`src/tpwm_cfg.svh`:
```
// register map, field positions, reset values and prescale masks of the timer pwm block
`ifndef TPWM_CFG_SVH
`define TPWM_CFG_SVH
// ----------------------------------------------------------------
// register byte offsets
// ----------------------------------------------------------------
`define TPWM_OFF_CTRL    8'h00
`define TPWM_OFF_COUNT   8'h04
`define TPWM_OFF_CMPA    8'h08
`define TPWM_OFF_CMPB    8'h0C
`define TPWM_OFF_CAPTOP  8'h10
`define TPWM_OFF_FLAGS   8'h14
// ----------------------------------------------------------------
// control register fields
// ----------------------------------------------------------------
`define TPWM_F_WMODE     3:0
`define TPWM_F_OMA       5:4
`define TPWM_F_OMB       7:6
`define TPWM_F_PRESC     10:8
`define TPWM_B_DIRA      12
`define TPWM_B_DIRB      13
`define TPWM_B_LVLA      14
`define TPWM_B_LVLB      15
// ----------------------------------------------------------------
// flag register bits
// ----------------------------------------------------------------
`define TPWM_B_OVF       0
`define TPWM_B_CMPA      1
`define TPWM_B_CMPB      2
`define TPWM_B_CAPT      3
// ----------------------------------------------------------------
// values
// ----------------------------------------------------------------
`define TPWM_RST16       16'h0000
`define TPWM_MAX         16'hFFFF
`define TPWM_TOP8        16'h00FF
`define TPWM_TOP9        16'h01FF
`define TPWM_TOP10       16'h03FF
`define TPWM_PS_M1       10'h000
`define TPWM_PS_M8       10'h007
`define TPWM_PS_M64      10'h03F
`define TPWM_PS_M256     10'h0FF
`define TPWM_PS_M1024    10'h3FF
`define TPWM_RESP_OK     2'h0
`define TPWM_RESP_ERR    2'h2
`endif

```
`src/tpwm_pkg.sv`:
```
// types shared by the timer pwm block
package tpwm_pkg;
  typedef enum logic [3:0] {
    WM_NORMAL  = 4'h0,
    WM_CTC_A   = 4'h4,
    WM_FAST8   = 4'h5,
    WM_FAST9   = 4'h6,
    WM_FAST10  = 4'h7,
    WM_CTC_CAP = 4'hC,
    WM_FAST_CAP = 4'hE,
    WM_FAST_A  = 4'hF
  } tpwm_wmode_t;
  typedef enum logic [1:0] {
    OM_OFF    = 2'h0,
    OM_TOGGLE = 2'h1,
    OM_NONINV = 2'h2,
    OM_INV    = 2'h3
  } tpwm_omode_t;
  typedef enum logic [2:0] {
    PS_STOP = 3'h0,
    PS_1    = 3'h1,
    PS_8    = 3'h2,
    PS_64   = 3'h3,
    PS_256  = 3'h4,
    PS_1024 = 3'h5
  } tpwm_presc_t;
endpackage

```
`src/tpwm_prescale.sv`:
```
// prescaler that turns the system clock into one-cycle timer ticks
`timescale 1ns/1ps
`include "tpwm_cfg.svh"
module tpwm_prescale (
  // clock and reset
  input  wire logic       mclk,
  input  wire logic       rst,
  // divide select and tick
  input  wire logic [2:0] sel,
  output logic            tick
);
  logic [9:0] div_r;
  logic [9:0] mask;

  always_comb begin
    unique case (sel)
      tpwm_pkg::PS_1:    mask = `TPWM_PS_M1;
      tpwm_pkg::PS_8:    mask = `TPWM_PS_M8;
      tpwm_pkg::PS_64:   mask = `TPWM_PS_M64;
      tpwm_pkg::PS_256:  mask = `TPWM_PS_M256;
      default:           mask = `TPWM_PS_M1024;
    endcase
  end

  always_ff @(posedge mclk) begin
    if (rst) div_r <= 10'h000;
    else     div_r <= div_r + 10'h001;
  end

  // stop and the two unused codes give no tick at all
  always_ff @(posedge mclk) begin
    if (rst) tick <= 1'b0;
    else     tick <= (sel != tpwm_pkg::PS_STOP) && (sel <= tpwm_pkg::PS_1024) && ((div_r & mask) == mask);
  end
endmodule // tpwm_prescale

```
`src/tpwm_top.sv`:
```
// 16-bit timer with clear-on-match and fast pwm waveforms behind an axi4-lite slave
//
// The AXI4-Lite interface to the registers and the register addresses are this design's own decisions.
`timescale 1ns/1ps
`include "tpwm_cfg.svh"
module tpwm_top (
  // clock and reset
  input  wire logic        mclk,
  input  wire logic        rst,
  // axi4-lite write
  input  wire logic [7:0]  s_axi_awaddr,
  input  wire logic        s_axi_awvalid,
  output logic             s_axi_awready,
  input  wire logic [31:0] s_axi_wdata,
  input  wire logic [3:0]  s_axi_wstrb,
  input  wire logic        s_axi_wvalid,
  output logic             s_axi_wready,
  output logic [1:0]       s_axi_bresp,
  output logic             s_axi_bvalid,
  input  wire logic        s_axi_bready,
  // axi4-lite read
  input  wire logic [7:0]  s_axi_araddr,
  input  wire logic        s_axi_arvalid,
  output logic             s_axi_arready,
  output logic [31:0]      s_axi_rdata,
  output logic [1:0]       s_axi_rresp,
  output logic             s_axi_rvalid,
  input  wire logic        s_axi_rready,
  // compare output pins
  output logic             pin_a_out,
  output logic             pin_a_oe_n,
  output logic             pin_b_out,
  output logic             pin_b_oe_n
);
  // ----------------------------------------------------------------
  // state
  // ----------------------------------------------------------------
  logic [15:0] ctrl_r, count_r, cmpa_buf_r, cmpa_act_r, cmpb_buf_r, cmpb_act_r, captop_r;
  logic [3:0]  flags_r;
  logic        block_r, oc_a_r, oc_b_r;
  logic        aw_got_r, w_got_r;
  logic [7:0]  awaddr_r;
  logic [31:0] wdata_r;
  logic [3:0]  wstrb_r;
  logic        tick, wr_do, wr_ok;
  logic [7:0]  waddr;
  logic [3:0]  wmode;
  logic [1:0]  om_a, om_b;
  logic        is_ctc, is_fast, is_fixed, at_top, match_a, match_b, bottom;
  logic [15:0] top;
  logic        wr_ctrl, wr_count, wr_cmpa, wr_cmpb, wr_cap, wr_flags;
  logic [3:0]  flag_set;
  function automatic logic [15:0] merge16(input logic [15:0] old, input logic [31:0] wd, input logic [3:0] st);
    merge16 = {st[1] ? wd[15:8] : old[15:8], st[0] ? wd[7:0] : old[7:0]};
  endfunction
  // one output compare unit; bottom takes priority over match in fast pwm
  function automatic logic oc_next(input logic cur, input logic [1:0] om, input logic fast,
                                   input logic tog_ok, input logic match, input logic bot);
    oc_next = cur;
    if (fast) begin
      unique case (om)
        tpwm_pkg::OM_NONINV: oc_next = bot ? 1'b1 : (match ? 1'b0 : cur);
        tpwm_pkg::OM_INV:    oc_next = bot ? 1'b0 : (match ? 1'b1 : cur);
        tpwm_pkg::OM_TOGGLE: oc_next = (tog_ok && match) ? ~cur : cur;
        tpwm_pkg::OM_OFF:    oc_next = cur;
      endcase
    end else if (match) begin
      unique case (om)
        tpwm_pkg::OM_TOGGLE: oc_next = ~cur;
        tpwm_pkg::OM_NONINV: oc_next = 1'b0;
        tpwm_pkg::OM_INV:    oc_next = 1'b1;
        tpwm_pkg::OM_OFF:    oc_next = cur;
      endcase
    end
  endfunction
  // ----------------------------------------------------------------
  // prescaler
  // ----------------------------------------------------------------
  tpwm_prescale u_presc (
    .mclk (mclk),
    .rst  (rst),
    .sel  (ctrl_r[`TPWM_F_PRESC]),
    .tick (tick)
  );
  // ----------------------------------------------------------------
  // mode decode and top selection
  // ----------------------------------------------------------------
  assign wmode    = ctrl_r[`TPWM_F_WMODE];
  assign om_a     = ctrl_r[`TPWM_F_OMA];
  assign om_b     = ctrl_r[`TPWM_F_OMB];
  assign is_ctc   = (wmode == tpwm_pkg::WM_CTC_A) || (wmode == tpwm_pkg::WM_CTC_CAP);
  assign is_fixed = (wmode == tpwm_pkg::WM_FAST8) || (wmode == tpwm_pkg::WM_FAST9) ||
                    (wmode == tpwm_pkg::WM_FAST10);
  assign is_fast  = is_fixed || (wmode == tpwm_pkg::WM_FAST_CAP) || (wmode == tpwm_pkg::WM_FAST_A);
  always_comb begin
    unique case (wmode)
      tpwm_pkg::WM_CTC_A, tpwm_pkg::WM_FAST_A:     top = cmpa_act_r;
      tpwm_pkg::WM_CTC_CAP, tpwm_pkg::WM_FAST_CAP: top = captop_r;
      tpwm_pkg::WM_FAST8:                          top = `TPWM_TOP8;
      tpwm_pkg::WM_FAST9:                          top = `TPWM_TOP9;
      tpwm_pkg::WM_FAST10:                         top = `TPWM_TOP10;
      default:                                     top = `TPWM_MAX;
    endcase
  end
  // a count that has passed a lowered top only meets it again after wrapping
  assign at_top  = (is_ctc || is_fast) && (count_r == top);
  assign bottom  = is_fast && tick && at_top;
  assign match_a = tick && !block_r && (count_r == cmpa_act_r);
  assign match_b = tick && !block_r && (count_r == cmpb_act_r);
  // ----------------------------------------------------------------
  // axi4-lite write path
  // ----------------------------------------------------------------
  assign wr_do    = aw_got_r && w_got_r && !s_axi_bvalid;
  assign waddr    = {awaddr_r[7:2], 2'b00};
  assign wr_ctrl  = wr_do && (waddr == `TPWM_OFF_CTRL);
  assign wr_count = wr_do && (waddr == `TPWM_OFF_COUNT);
  assign wr_cmpa  = wr_do && (waddr == `TPWM_OFF_CMPA);
  assign wr_cmpb  = wr_do && (waddr == `TPWM_OFF_CMPB);
  assign wr_cap   = wr_do && (waddr == `TPWM_OFF_CAPTOP);
  assign wr_flags = wr_do && (waddr == `TPWM_OFF_FLAGS);
  assign wr_ok    = wr_ctrl || wr_count || wr_cmpa || wr_cmpb || wr_cap || wr_flags;
  always_ff @(posedge mclk) begin
    if (rst) begin
      aw_got_r      <= 1'b0;
      w_got_r       <= 1'b0;
      awaddr_r      <= 8'h00;
      wdata_r       <= 32'h0000_0000;
      wstrb_r       <= 4'h0;
      s_axi_awready <= 1'b0;
      s_axi_wready  <= 1'b0;
    end else begin
      if (s_axi_awvalid && s_axi_awready) begin
        aw_got_r <= 1'b1;
        awaddr_r <= s_axi_awaddr;
      end else if (wr_do) begin
        aw_got_r <= 1'b0;
      end
      if (s_axi_wvalid && s_axi_wready) begin
        w_got_r <= 1'b1;
        wdata_r <= s_axi_wdata;
        wstrb_r <= s_axi_wstrb;
      end else if (wr_do) begin
        w_got_r <= 1'b0;
      end
      // ready only while the channel is empty and no response is pending
      s_axi_awready <= !aw_got_r && !(s_axi_awvalid && s_axi_awready) && !s_axi_bvalid && !wr_do;
      s_axi_wready  <= !w_got_r && !(s_axi_wvalid && s_axi_wready) && !s_axi_bvalid && !wr_do;
    end
  end
  always_ff @(posedge mclk) begin
    if (rst) begin
      s_axi_bvalid <= 1'b0;
      s_axi_bresp  <= `TPWM_RESP_OK;
    end else if (wr_do) begin
      s_axi_bvalid <= 1'b1;
      s_axi_bresp  <= wr_ok ? `TPWM_RESP_OK : `TPWM_RESP_ERR;
    end else if (s_axi_bready) begin
      s_axi_bvalid <= 1'b0;
    end
  end
  // ----------------------------------------------------------------
  // axi4-lite read path
  // ----------------------------------------------------------------
  always_ff @(posedge mclk) begin
    if (rst) begin
      s_axi_arready <= 1'b0;
      s_axi_rvalid  <= 1'b0;
      s_axi_rdata   <= 32'h0000_0000;
      s_axi_rresp   <= `TPWM_RESP_OK;
    end else begin
      s_axi_arready <= !s_axi_rvalid && !(s_axi_arvalid && s_axi_arready);
      if (s_axi_arvalid && s_axi_arready) begin
        s_axi_rvalid <= 1'b1;
        s_axi_rresp  <= `TPWM_RESP_OK;
        unique case ({s_axi_araddr[7:2], 2'b00})
          `TPWM_OFF_CTRL:   s_axi_rdata <= {16'h0000, ctrl_r};
          `TPWM_OFF_COUNT:  s_axi_rdata <= {16'h0000, count_r};
          `TPWM_OFF_CMPA:   s_axi_rdata <= {16'h0000, cmpa_buf_r};
          `TPWM_OFF_CMPB:   s_axi_rdata <= {16'h0000, cmpb_buf_r};
          `TPWM_OFF_CAPTOP: s_axi_rdata <= {16'h0000, captop_r};
          `TPWM_OFF_FLAGS:  s_axi_rdata <= {28'h000_0000, flags_r};
          default: begin
            s_axi_rdata <= 32'h0000_0000;
            s_axi_rresp <= `TPWM_RESP_ERR;
          end
        endcase
      end else if (s_axi_rready) begin
        s_axi_rvalid <= 1'b0;
      end
    end
  end
  // ----------------------------------------------------------------
  // control, top and compare registers
  // ----------------------------------------------------------------
  always_ff @(posedge mclk) begin
    if (rst)          ctrl_r <= `TPWM_RST16;
    else if (wr_ctrl) ctrl_r <= merge16(ctrl_r, wdata_r, wstrb_r);
  end
  // capture top takes effect at once in every mode
  always_ff @(posedge mclk) begin
    if (rst)         captop_r <= `TPWM_RST16;
    else if (wr_cap) captop_r <= merge16(captop_r, wdata_r, wstrb_r);
  end
  // buffered in fast pwm, written through otherwise
  always_ff @(posedge mclk) begin
    if (rst) begin
      cmpa_buf_r <= `TPWM_RST16;
      cmpa_act_r <= `TPWM_RST16;
      cmpb_buf_r <= `TPWM_RST16;
      cmpb_act_r <= `TPWM_RST16;
    end else begin
      if (wr_cmpa) cmpa_buf_r <= merge16(cmpa_buf_r, wdata_r, wstrb_r) & (is_fixed ? top : `TPWM_MAX);
      if (wr_cmpb) cmpb_buf_r <= merge16(cmpb_buf_r, wdata_r, wstrb_r) & (is_fixed ? top : `TPWM_MAX);
      if (!is_fast && wr_cmpa)
        cmpa_act_r <= merge16(cmpa_buf_r, wdata_r, wstrb_r);
      else if (bottom)
        cmpa_act_r <= cmpa_buf_r;
      if (!is_fast && wr_cmpb)
        cmpb_act_r <= merge16(cmpb_buf_r, wdata_r, wstrb_r);
      else if (bottom)
        cmpb_act_r <= cmpb_buf_r;
    end
  end
  // ----------------------------------------------------------------
  // counter
  // ----------------------------------------------------------------
  // a software write beats the tick and masks matches for the next tick
  always_ff @(posedge mclk) begin
    if (rst)                count_r <= `TPWM_RST16;
    else if (wr_count)      count_r <= merge16(count_r, wdata_r, wstrb_r);
    else if (tick && at_top) count_r <= `TPWM_RST16;
    else if (tick)          count_r <= count_r + 16'h0001;
  end
  always_ff @(posedge mclk) begin
    if (rst)           block_r <= 1'b0;
    else if (wr_count) block_r <= 1'b1;
    else if (tick)     block_r <= 1'b0;
  end
  // ----------------------------------------------------------------
  // flags: hardware set wins over a write-one-to-clear
  // ----------------------------------------------------------------
  always_comb begin
    flag_set              = 4'h0;
    flag_set[`TPWM_B_OVF] = tick && (is_fast ? at_top : (count_r == `TPWM_MAX));
    flag_set[`TPWM_B_CMPA] = match_a || (bottom && (wmode == tpwm_pkg::WM_FAST_A));
    flag_set[`TPWM_B_CMPB] = match_b;
    flag_set[`TPWM_B_CAPT] = tick && at_top && ((wmode == tpwm_pkg::WM_CTC_CAP) ||
                                               (wmode == tpwm_pkg::WM_FAST_CAP));
  end
  always_ff @(posedge mclk) begin
    if (rst)           flags_r <= 4'h0;
    else if (wr_flags) flags_r <= (flags_r & ~(wdata_r[3:0] & {4{wstrb_r[0]}})) | flag_set;
    else               flags_r <= flags_r | flag_set;
  end
  // ----------------------------------------------------------------
  // waveform and pins
  // ----------------------------------------------------------------
  always_ff @(posedge mclk) begin
    if (rst) begin
      oc_a_r <= 1'b0;
      oc_b_r <= 1'b0;
    end else begin
      oc_a_r <= oc_next(oc_a_r, om_a, is_fast, wmode == tpwm_pkg::WM_FAST_A, match_a, bottom);
      oc_b_r <= oc_next(oc_b_r, om_b, is_fast, 1'b0, match_b, bottom);
    end
  end
  // mode zero hands the pin back to its plain port level
  always_ff @(posedge mclk) begin
    if (rst) begin
      pin_a_out  <= 1'b0;
      pin_a_oe_n <= 1'b1;
      pin_b_out  <= 1'b0;
      pin_b_oe_n <= 1'b1;
    end else begin
      pin_a_out  <= (om_a != tpwm_pkg::OM_OFF) ? oc_a_r : ctrl_r[`TPWM_B_LVLA];
      pin_a_oe_n <= !ctrl_r[`TPWM_B_DIRA];
      pin_b_out  <= (om_b != tpwm_pkg::OM_OFF) ? oc_b_r : ctrl_r[`TPWM_B_LVLB];
      pin_b_oe_n <= !ctrl_r[`TPWM_B_DIRB];
    end
  end
endmodule // tpwm_top

```
`config.mk`:
```
export PLATFORM = sky130hd
export DESIGN_NAME = tpwm_top
export DESIGN_NICKNAME = d
export VERILOG_FILES = /design/src/tpwm_pkg.sv /design/src/tpwm_prescale.sv /design/src/tpwm_top.sv
export VERILOG_INCLUDE_DIRS = /design/src
export SDC_FILE = /design/constraint.sdc
export NUM_CORES = 1
export LEC_CHECK = 0
export BUFFER_PORTS_ARGS = -buffer_cell sky130_fd_sc_hd__buf_2
export CAP_MARGIN = 20
export CORE_MARGIN = 4
export CORE_UTILIZATION = 40
export CTS_CLUSTER_DIAMETER = 120
export DETAILED_ROUTE_END_ITERATION = 10
export GPL_ROUTABILITY_DRIVEN = 0
export GPL_TIMING_DRIVEN = 0
export PLACE_DENSITY = 0.6
export SYNTH_ARGS = -nofsm -noshare
export SYNTH_HDL_FRONTEND = slang
export SYNTH_SLANG_ARGS = --single-unit
```
`constraint.sdc`:
```
create_clock -name mclk -period 5.6 [get_ports mclk]
set_input_delay 1.12 -clock mclk [delete_from_list [all_inputs] [get_ports mclk]]
set_output_delay 1.12 -clock mclk [all_outputs]
set_load 0.01 [all_outputs]
```
Word-level counts from Yosys, hierarchy flattened
Index checks and enable logic that the tools add are counted.
Operators by class
  reduce and logical (&&, ||, !) cells: 87
  add/sub/neg operators: 2
  divide/modulo/power cells: 0
  multiply operators: 0
  $lt $le $gt $ge: 1
  shifts and indexed selects: 0
  bitwise logic cells: 11
  equality and inequality tests: 41
  mux-type cells: 49
Operators with widths (count)
  16-bit two-way mux: 8
  16-bit one-hot mux with 6 select lines: 1
  16-bit one-hot mux with 5 select lines: 1
  16-bit equality test: 3
  8-bit two-way mux: 6
  10-bit one-hot mux with 4 select lines: 1
  1-bit logical AND: 33
  16-bit bitwise AND: 2
  1-bit two-way mux: 25
  6-bit by 2-bit equality test with 1-bit output (second input constant): 4
  6-bit by 3-bit equality test with 1-bit output (second input constant): 4
  2-bit nonzero test: 11
  16-bit by 1-bit adder with 16-bit output (second input constant): 1
  16-bit equality test (second input constant): 1
  4-bit by 3-bit equality test with 1-bit output (second input constant): 4
  3-bit != test (second input constant): 5
  1-bit logical OR: 13
  4-bit equality test (second input constant): 3
  6-bit by 1-bit equality test with 1-bit output (second input constant): 2
  1-bit zero test: 12
  2-bit AND reduction: 6
  10-bit by 1-bit adder with 10-bit output (second input constant): 1
  10-bit bitwise AND: 1
  10-bit equality test: 1
  22 further kinds: 42
Word-level totals
  input port bits: 59
  latch bits: 0
  word-level logic and storage cells: 224
  memories: 0
  bits in writable memories: 0
  memory bits (read-only): 0
  register bits after elaboration: 203

Depth between registers and ports, before layout
Gate-level depths: netlist of run 1.
  depth after elaboration: 12
  gate-level depth with buffers: 11
  mapped depth without buffers: 9

By module
From an unflattened synthesis of run 1, not the netlist that was laid out.
Unflattened totals
  cell total of the unflattened synthesis: 1198
  area, all modules: 9680.5 um2
Modules (own cells, without submodules)
  tpwm_top: sequential area each 3443.3 um2, times used 1, area an instance 9211.3 um2, cells an instance 1147
  tpwm_prescale: sequential area each 220.2 um2, times used 1, area an instance 469.2 um2, cells an instance 51

Worst setup path after synthesis of run 1
No wires, ideal clock.
  path kind: input to register
  start: in s_axi_araddr[7]
  end: reg s_axi_rdata[15]
  slack: 2.787 ns
  data arrival time: 2.748 ns
  buffers on the path: 1
  cell stages on the path: 7
  setup time: 0.065 ns
  data required time: 5.535 ns
  cell sequence: or3_1 nor4_1 clkbuf_1 nand2_1 a21oi_1 a21oi_1 nor2_1
Between the ends
  longest elaborated chain between the ends: 2
Ends and longest elaborated chain
  start: declaration: RTL line tpwm_top.sv:22  | input wire logic [7:0] s_axi_araddr,
  6-bit by 3-bit equality test with 1-bit output (tied with other cells): RTL line tpwm_top.sv:175  | unique case ({s_axi_araddr[7:2], 2'b00})
  16-bit one-hot mux with 6 select lines (*): RTL line tpwm_top.sv:175
  end signal: assignment: RTL line tpwm_top.sv:176  | `TPWM_OFF_CTRL: s_axi_rdata <= {16'h0000, ctrl_r};
  end signal: assignment: RTL line tpwm_top.sv:177  | `TPWM_OFF_COUNT: s_axi_rdata <= {16'h0000, count_r};
  end signal: assignment: RTL line tpwm_top.sv:178  | `TPWM_OFF_CMPA: s_axi_rdata <= {16'h0000, cmpa_buf_r};
  end: declaration: RTL line tpwm_top.sv:25  | output logic [31:0] s_axi_rdata,
Every way passes the cells marked *; elsewhere a longest branch is shown, timed or not.
A chain may end at the register's enable or synchronous reset.

Worst setup path in the final report of run 1
  start: reg count_r[5]
  end: reg oc_a_r
Between the ends
  longest elaborated chain between the ends: 6
Ends and longest elaborated chain
  start: declaration: RTL line tpwm_top.sv:38  | logic [15:0] ctrl_r, count_r, cmpa_buf_r, cmpa_act_r, cmpb_buf_r, cmpb_act_r, captop_r;
  start signal: assignment: RTL line tpwm_top.sv:229  | if (rst) count_r <= `TPWM_RST16;
  start signal: assignment: RTL line tpwm_top.sv:230  | else if (wr_count) count_r <= merge16(count_r, wdata_r, wstrb_r);
  start signal: assignment: RTL line tpwm_top.sv:231  | else if (tick && at_top) count_r <= `TPWM_RST16;
  16-bit equality test: RTL line tpwm_top.sv:106  | assign at_top = (is_ctc || is_fast) && (count_r == top);
  1-bit logical AND: RTL line tpwm_top.sv:106
  1-bit logical AND: RTL line tpwm_top.sv:107  | assign bottom = is_fast && tick && at_top;
  1-bit two-way mux, on equally long branches: RTL line tpwm_top.sv:63, tpwm_top.sv:62
  1-bit one-hot mux with 3 select lines: RTL line tpwm_top.sv:61  | unique case (om)
  1-bit two-way mux: RTL line tpwm_top.sv:60  | if (fast) begin
  end signal: assignment: RTL line tpwm_top.sv:263  | oc_a_r <= oc_next(oc_a_r, om_a, is_fast, wmode == tpwm_pkg::WM_FAST_A, match_a, bottom);
  end: declaration: RTL line tpwm_top.sv:40  | logic block_r, oc_a_r, oc_b_r;
Parallel ways exist; a longest one is shown, timed or not.

==> impl_metrics.json, run 1 <==
{
  "synth_edf_count": 0,
  "switching_power_uw": 719,
  "reg2reg_depth": 9,
  "path_class": "reg2reg",
  "grt_max_degree": 19,
  "comb_power_share_pct": 6.5,
  "maxSlewHeadroom_pct": 25.2,
  "num_antenna_cells": 0,
  "irDropWorstVdd_uv": 210,
  "switching_share_pct": 25.8,
  "cts_tree": "built",
  "powerDensity_nw_per_um2": 252,
  "final_util_pct": 46.8,
  "syn-cell-area_um2": 9640,
  "met1_usage_pct": 35.1,
  "worstSetupEndpointType": "flop",
  "nets": 1340,
  "finalHoldViolCount": 0,
  "route.vias.total": 9360,
  "clockBufferDepth": 2,
  "mostFrequentLayoutCell": "dfxtp_1",
  "worstSetupStartpointType": "flop",
  "cts.clk_slew.worst_paths_ns": 0.07,
  "die_h_um": 163,
  "dieArea_um2": 26600,
  "postCtsResizedCells": 0,
  "cts_hold_buf": 0,
  "worstHoldPathType": "reg2reg",
  "fin_cells": 1611,
  "drt-vias-per-instance": 5.81,
  "avgSynthCellArea_um2": 8.17,
  "dp_cells": 1579,
  "met3_usage_pct": 4.11,
  "initialDrtViolationCount": 1036,
  "wl_per_cell_um": 21.2,
  "io_buffers": 62,
  "r2r-start": "count_r[5]",
  "async_reset_ff_share_pct": 0,
  "insertion_delay_ns": 0.44,
  "finalSetupTns_ns": 0,
  "ys.warnings.count": 0,
  "ys_ff_latch": 183,
  "dp_hpwl_um": 25600,
  "crit_required_ns": 5.94,
  "antenna_found_initial": 1,
  "postRouteAntennaNets": 0,
  "die_w_um": 163,
  "worst-slew-pin-transition_ns": 1.11,
  "holdPathEnd": "pin_a_oe_n",
  "p_seq_share_pct": 47.7,
  "fmax_mhz": 291,
  "grt_usage_pct": 25.3,
  "p_int_uw": 2060,
  "area_delta_synth_final_pct": 14.6,
  "grt_pass1_vias": 8688,
  "setup_viol": 0,
  "io_pins": 104,
  "overflow": 0,
  "hold_depth": 1,
  "slew_violations": 0,
  "drive_gt1_share_pct": 15.5,
  "grt.busiest_layer": "met2",
  "drtPass1Iterations": 6,
  "crit_fanout": 10,
  "htreeDepth": 4,
  "cts.sinks": 183,
  "p_clk_share_pct": 45.8,
  "grt_pass1_wl_um": 51600,
  "arrival_ns": 3.78,
  "p_leak_uw": 0.00424,
  "fin_crit_sh_pct": 61.4,
  "start_util_pct": 40.8,
  "min_from": "ctrl_r[12]",
  "cts-root-buf": "clkbuf_16",
  "routed_wl_um": 34100,
  "cts_setup_buffers": 0,
  "synthFlopType": "dfxtp_1",
  "drc": 0,
  "use_met2_pct": 39.6,
  "synth_cell_type_count": 82,
  "maxCapViolCount": 0,
  "min_period_ns": 3.44,
  "r2r-end": "oc_a_r",
  "ys_seq_area_share_pct": 38.0,
  "coreArea_um2": 23600,
  "fp-row-count": 56,
  "status": "finished clean",
  "synthCells": 1180,
  "rsz0062_at_grt": "no",
  "final_cell_mix": "183 x dfxtp_1, 140 x nand2_1, 111 x a21oi_1, 106 x nor2_1, 71 x buf_2",
  "cts_buffers": 17,
  "fin_skew_ns": 0.00859,
  "regToRegSetupSlack_ns": 2.16
}
## final cells by class
type | instances | area (um2)
buffer | 113 | 547
clock buffer | 18 | 439
clock inverter | 14 | 183
fill | 2418 | 12600
inverter | 28 | 105
multi-input combinational | 873 | 5390
sequential | 183 | 3660
tap | 319 | 399
timing repair buffer | 63 | 315
## synth_stat cells, types with 3 or more instances
cell      count  area, um2
dfxtp_1     183       3660
nand2_1     140        526
a21oi_1     111        556
nor2_1      106        398
clkbuf_1     67        251
nand3_1      64        320
a22oi_1      51        383
xor2_1       40        350
o21ai_0      38        190
mux2i_1      37        370
mux2_2       33        372
inv_1        28        105
buf_4        22        165
nor4_1       19        119
nor3_1       17       85.1
o31ai_1      15        113
or3_1        15       93.8
a211oi_2     14        175
buf_1        12       45.0
a31oi_1      11       68.8
xnor2_1      11       96.3
nand2b_1      9       56.3
nor2b_1       9       56.3
o21ai_1       9       45.0
buf_2         8       40.0
nand4_1       8       50.1
and3_1        7       43.8
a21o_1        6       45.0
and2_1        5       31.3
or4_1         5       37.5
a221o_1       4       40.0
buf_6         4       45.0
nor3b_1       4       30.0
a211oi_1      3       22.5
nand3b_1      3       22.5
o21a_1        3       22.5
or2_2         3       18.8
## registers in the layout (all words and copies together) (netlist names), 2 cells and up
| signal | cells |
|---|---|
| cmpa_buf_r | 16 |
| s_axi_rdata | 16 |
| cmpb_buf_r | 16 |
| cmpb_act_r | 16 |
| ctrl_r | 16 |
| u_presc.div_r | 10 |
| flags_r | 4 |
| captop_r | 16 |
| wdata_r | 16 |
| cmpa_act_r | 16 |
| count_r | 16 |
| wstrb_r | 2 |
| awaddr_r | 6 |
## logic make-up (layout without fill, tap and decap cells)
group / Yosys count / count (layout) / share of synthesized area, %
AND/OR/NAND/NOR: 432 / 432 / 21.6
AO/OA/AOI/OAI: 300 / 300 / 21.0
flip-flops: 183 / 183 / 38.0
buffers and inverters: 141 / 236 / 6.76
multiplexers: 70 / 70 / 7.70
XOR/XNOR: 51 / 51 / 4.63
adder cells (fa/ha/maj): 2 / 2 / 0.260
other: 1 / 18 / 0.0389
## worst max-delay path, stage by stage, from the launching register on
cell and delay, ns:
dfxtp_1 0.33, clkbuf_1 0.61, xor2_1 0.25, nor4_1 0.50, nand4_1 0.27, nor4_1 0.69, nand3_1 0.21, xnor2_1 0.18
o21ai_0 0.09, a311oi_1 0.22
## layer usage
| layer | routed length [um] | vias to the layer above |
|---|---|---|
| li1 | - | 4365 |
| met1 | 14900 | 4458 |
| met3 | 2770 | 87 |
| met5 | 13 | - |
| met2 | 15200 | 448 |
| met4 | 1260 | 2 |
## through the flow
step,power [uW],worst slack (ns),hold slack [ns],cell area [um2]
finish,2780,2.16,0.445,11000
global route,2860,2.10,0.465,11000
CTS,2790,2.38,0.457,11000
detailed placement,1540,1.92,0.438,10400
global placement,1530,1.87,0.433,10400
floorplan,1460,2.79,0.369,9700
## how the worst max path moves through the flow
stage | cells past startpoint | to | start | slack [ns]
finish | 9 | oc_a_r | count_r[5] | 2.16
global route | 9 | oc_a_r | count_r[5] | 2.10
CTS | 8 | s_axi_rdata[15] | s_axi_araddr[7] | 2.38
detailed placement | 8 | s_axi_rdata[15] | s_axi_araddr[7] | 1.92
global placement | 8 | s_axi_rdata[15] | s_axi_araddr[7] | 1.87
floorplan | 7 | s_axi_rdata[15] | s_axi_araddr[7] | 2.79
## power groups by stage
stage	sequential, uW	clock [uW]	combinational, uW
6_report	1330	1270	181
5_1_grt	1330	1340	194
4_1_cts	1330	1290	178
3_5_place_dp	1360	0	177
3_3_place_gp	1360	0	176
2_1_floorplan	1360	0	106
Power figures use the tool's default switching activity.
==> inputs of run 2 (changes only) <==
Settings changed: PLACE_DENSITY 0.6 to 0.62.
Clock period 5.6 ns to 3.1 ns, I/O delays scaled along.
==> impl_metrics.json, run 2 (synthesis gave the netlist of run 1 again) <==
{
  "status": "finished, violations left",
  "wl_per_cell_um": 21.1,
  "reg2reg_depth": 9,
  "overflow": 0,
  "switching_power_uw": 1280,
  "fp-row-count": 56,
  "fmax_mhz": 321,
  "grt_pass1_vias": 8800,
  "pre_cts_slack_ns": -0.177,
  "fillCellCount": 2342,
  "insertion_delay_ns": 0.44,
  "cts-root-buf": "clkbuf_16",
  "drtPass1Iterations": 5,
  "switching_share_pct": 26.0,
  "r2r-start": "count_r[6]",
  "cpMaxStageDelayCell": "clkbuf_1",
  "cts_buffers": 17,
  "wl_met1_um": 14900,
  "drc": 0,
  "io_buffers": 62,
  "slew_violations": 0,
  "placed_area_um2": 10400,
  "endpoint": "oc_a_r",
  "drt-vias-per-instance": 5.84,
  "initialDrtViolationCount": 1104,
  "p_int_uw": 3640,
  "regToRegSetupSlack_ns": -0.01,
  "fin_crit_sh_pct": 100,
  "powerDensity_nw_per_um2": 442,
  "crit_fanout": 10,
  "htreeDepth": 4,
  "setup_viol": 1,
  "path_class": "reg2reg",
  "grt_usage_pct": 25.2,
  "critPathLaunch": "count_r[6]",
  "wl_met2_um": 15700,
  "mostFrequentLayoutCell": "dfxtp_1",
  "route.vias.total": 9435,
  "p_seq_share_pct": 48.9,
  "grt_pass1_wl_um": 51800,
  "worst-slew-pin-transition_ns": 0.967,
  "p_clk_share_pct": 44.5,
  "worstHoldPathType": "in2reg",
  "highest_layer": "met5",
  "arrival_ns": 3.46,
  "p_leak_uw": 0.00427,
  "die_h_um": 163,
  "start_util_pct": 40.8,
  "cts_hold_buf": 0,
  "dp_hpwl_um": 25300,
  "cts_tree": "built",
  "worstSetupStartpointType": "flop",
  "final_cell_mix": "180 x dfxtp_1, 140 x nand2_1, 111 x a21oi_1, 106 x nor2_1, 70 x buf_2",
  "postRouteAntennaNets": 0,
  "io_pins": 104,
  "whs_ns": 0.418,
  "finalSetupTns_ns": -0.0137,
  "comb_power_share_pct": 6.6,
  "r2r-end": "oc_a_r",
  "maxSlewHeadroom_pct": 35.1,
  "dieArea_um2": 26600,
  "fin_area_um2": 11100,
  "irDropWorstVdd_uv": 362,
  "drive_gt1_share_pct": 16.9,
  "rsz0062_at_grt": "no",
  "crit_required_ns": 3.44,
  "die_w_um": 163,
  "clockBufferDepth": 2,
  "cpPeakStageDelay_ns": 0.60,
  "routed_wl_um": 34100,
  "cts.sinks": 183,
  "finalHoldViolCount": 0,
  "coreArea_um2": 23600,
  "fin_skew_ns": 0.0118,
  "antenna_found_initial": 1,
  "setup_ws_ns": -0.0137,
  "min_period_ns": 3.11,
  "num_antenna_cells": 0,
  "area_delta_synth_final_pct": 15.2,
  "cts.clk_slew.worst_paths_ns": 0.07,
  "wl_met3_um": 2470,
  "maxCapViolCount": 0,
  "violations": "setup timing",
  "worstSetupEndpointType": "flop",
  "cp_cell_sequence": "clkbuf_1 -> xor2_1 -> nor4_1 -> nand4_1 -> nor4_2 -> nand3_1 -> xnor2_1 -> o21ai_0 -> a311oi_1",
  "grt_max_degree": 18,
  "nets": 1345
}
-- run 2: changes by cell type in the layout (fill, tap and decap cells not counted), sizes merged --
cell	change
buf	+5
bufinv	-1
clkinvlp	+1
inv	-1
clkdlybuf4s18	+1
-- run 2: worst min-delay path by stage --
stage                     cells past startpoint             start          endpoint  slack (ns)
after floorplan                               1        ctrl_r[12]        pin_a_oe_n        0.37
after global placement                        1  u_presc.div_r[0]  u_presc.div_r[0]        0.43
after detailed placement                      1        ctrl_r[12]        pin_a_oe_n        0.43
after CTS                                     3   s_axi_wdata[11]       wdata_r[11]        0.41
after global routing                          3    s_axi_wstrb[0]        wstrb_r[0]        0.41
final                                         3   s_axi_wdata[11]       wdata_r[11]        0.42
-- run 2: power by group through the flow --
| stage | registers [uW] | logic (uW) | clock network (uW) |
|---|---|---|---|
| after detailed placement | 2450 | 318 | 0 |
| after floorplan | 2450 | 192 | 0 |
| after global routing | 2400 | 350 | 2280 |
| after CTS | 2400 | 319 | 2200 |
| after global placement | 2450 | 315 | 0 |
| final | 2400 | 325 | 2190 |
-- run 2: what timing repair did --
| action | in CTS | in global routing |
|---|---|---|
| setup endpoints to repair | 44 | 50 |
| pin swaps | 1 | 2 |
| resized for setup | 4 | 15 |
| cloned | 0 | 0 |
| buffers inserted | 1 | 5 |
-- run 2: through the flow --
| stage | std cells | util, % | power (uW) |
|---|---|---|---|
| finish | 1616 | 47.0 | 4910 |
| floorplan | 1197 | - | 2650 |
| CTS | 1612 | 46.7 | 4910 |
| detailed placement | 1580 | 44.2 | 2770 |
| global placement | 1578 | 44.1 | 2770 |
| global route | 1616 | 47.0 | 5040 |
-- run 2: layer usage --
metal  GRT usage (%)  vias to the layer above
met2            40.7                      431
li1                -                     4376
met4            9.34                        2
met3            3.73                       73
met1            34.3                     4553
met5               0                        -
-- run 2: layout make-up --
class	instances	area [um2]	area share, %
Multi-Input combinational cell	873	5430	48.9
Sequential cell	183	3670	33.0
Tap cell	319	399	3.59
Buffer	111	548	4.94
Clock inverter	13	136	1.23
Clock buffer	19	443	3.99
Timing Repair Buffer	70	370	3.34
Inverter	28	109	0.980
-- run 2: critical path: cells and delay by family (launching register included) --
| family | cells | cell delay (ns) |
|---|---|---|
| and+or+nand+nor | 4 | 1.50 |
| DFF | 1 | 0.31 |
| AOI/OAI and AO/OA | 2 | 0.31 |
| buffers and inverters | 1 | 0.60 |
| xor gates and xnor gates | 2 | 0.30 |
==> inputs of run 3 (changes only) <==
Settings changed: CORE_MARGIN 4 to 5, TNS_END_PERCENT set to 50.
==> impl_metrics.json, run 3 (synthesis gave the netlist of run 1 again) <==
{
  "postRouteAntennaNets": 0,
  "r2r-end": "oc_a_r",
  "r2r-start": "count_r[6]",
  "drtPass1Iterations": 6,
  "grt_usage_pct": 24.8,
  "io_buffers": 62,
  "pre_cts_slack_ns": -0.210,
  "arrival_ns": 3.40,
  "crit_required_ns": 3.45,
  "coreArea_um2": 23600,
  "status": "finished clean",
  "initialDrtViolationCount": 1064,
  "mostFrequentLayoutCell": "dfxtp_1",
  "drt-vias-per-instance": 5.79,
  "cts_hold_buf": 0,
  "route.vias.total": 9326,
  "grt_pass1_vias": 8813,
  "cp.depth": 9,
  "nets": 1341,
  "die_h_um": 165,
  "grt_max_degree": 18,
  "crit_buf_inv": 1,
  "insertion_delay_ns": 0.44,
  "htreeDepth": 4,
  "crit_fanout": 10,
  "fmax_mhz": 328,
  "clockBufferDepth": 2,
  "routed_wl_um": 33800,
  "drc": 0,
  "start_util_pct": 40.8,
  "cts-root-buf": "clkbuf_16",
  "setup_ws_ns": 0.0522,
  "setup_viol": 0,
  "cts.clk_slew.worst_paths_ns": 0.08,
  "path_class": "reg2reg",
  "power_uw": 5060,
  "io_pins": 104,
  "maxSlewHeadroom_pct": 33.4,
  "slew_violations": 0,
  "final_util_pct": 47.0,
  "placed_area_um2": 10400,
  "maxCapViolCount": 0,
  "fin_skew_ns": 0.00990,
  "cts.sinks": 183,
  "fin_crit_sh_pct": 98.3,
  "area_delta_synth_final_pct": 15.2,
  "num_antenna_cells": 0,
  "antenna_found_initial": 0,
  "fin_area_um2": 11100,
  "cpPeakStageDelay_ns": 0.54,
  "min_period_ns": 3.05,
  "die_w_um": 165,
  "overflow": 0,
  "grt_pass1_wl_um": 51600,
  "worstSetupStartpointType": "flop",
  "cp_cell_sequence": "clkbuf_1 -> xor2_1 -> nor4_1 -> nand4_1 -> nor4_2 -> nand3_1 -> xnor2_1 -> o21ai_0 -> a311oi_1",
  "fp-row-count": 56,
  "cts_buffers": 17,
  "dp_hpwl_um": 25300,
  "critPathLaunch": "count_r[6]",
  "cts_tree": "built",
  "endpoint": "oc_a_r",
  "dieArea_um2": 27300,
  "powerDensity_nw_per_um2": 456,
  "final_cell_mix": "183 x dfxtp_1, 140 x nand2_1, 111 x a21oi_1, 105 x nor2_1, 70 x buf_2",
  "critPathTopFamily": "simple AND/OR/NAND/NOR gates",
  "irDropWorstVdd_uv": 357,
  "worstHoldPathType": "in2reg",
  "reg2reg_depth": 9,
  "cpMaxStageDelayCell": "clkbuf_1",
  "drive_gt1_share_pct": 16.5,
  "finalHoldViolCount": 0,
  "worst-slew-pin-transition_ns": 0.992,
  "p_leak_uw": 0.00426,
  "worstSetupEndpointType": "flop",
  "regToRegSetupSlack_ns": 0.05,
  "rsz0062_at_grt": "yes",
  "wl_per_cell_um": 21.0
}
[run 3: changes by cell type in the layout (fill, tap and decap cells not counted), moves of 2 or more]
cell and delta:
buf_4 -4, bufinv_16 +2, dfxtp_1 +3, dfxtp_2 -3
inv_6 -3, inv_8 +3, nor4_1 -2, nor4_2 +2
[run 3: cell type report]
type / instances / area [um2]
Multi-Input combinational cell: 873 / 5440
Fill cell: 2356 / 12500
Clock inverter: 14 / 188
Tap cell: 319 / 399
Inverter: 28 / 105
Buffer: 111 / 544
Clock buffer: 17 / 425
Sequential cell: 183 / 3660
Timing Repair Buffer: 66 / 338
[run 3: where the power goes]
group	total (uW)	leakage [uW]	switching (uW)	internal, uW
Clock	2330	0.000302	1040	1290
Sequential	2400	0.00148	18.5	2380
Combinational	326	0.00248	229	97.1
[run 3: how the worst min path moves through the flow]
stage | from | endpoint | cells past startpoint
after CTS | s_axi_wdata[3] | wdata_r[3] | 3
after global placement | u_presc.div_r[0] | u_presc.div_r[0] | 1
after detailed placement | ctrl_r[12] | pin_a_oe_n | 1
after floorplan | ctrl_r[12] | pin_a_oe_n | 1
after global routing | s_axi_wstrb[0] | wstrb_r[0] | 3
final | s_axi_wstrb[0] | wstrb_r[0] | 3
[run 3: repair_timing]
item	in CTS	in global routing
setup buffers	2	1
resized for setup	3	11
gates cloned	0	0
setup endpoints to repair	45	43
pin swaps	0	1
[run 3: layer usage]
| layer | routed length (um) | vias to the layer above | track usage (%) |
|---|---|---|---|
| met5 | 0 | - | 0 |
| met4 | 1430 | 0 | 10.9 |
| met3 | 2930 | 87 | 4.86 |
| met2 | 15000 | 471 | 38.5 |
| met1 | 14400 | 4407 | 33.4 |
| li1 | - | 4361 | - |
[run 3: stage by stage]
stage	hold slack (ns)	TNS (ns)	instances
floorplan	0.369	0	1197
global route	0.415	-0.0873	1611
detailed placement	0.441	-5.51	1579
CTS	0.403	0	1612
global placement	0.433	-4.29	1578
finish	0.407	0	1611
[run 3: worst min-delay path: stages]
cell	delay [ns]
buf_2	0.09
nand2_1	0.04
a21oi_1	0.05
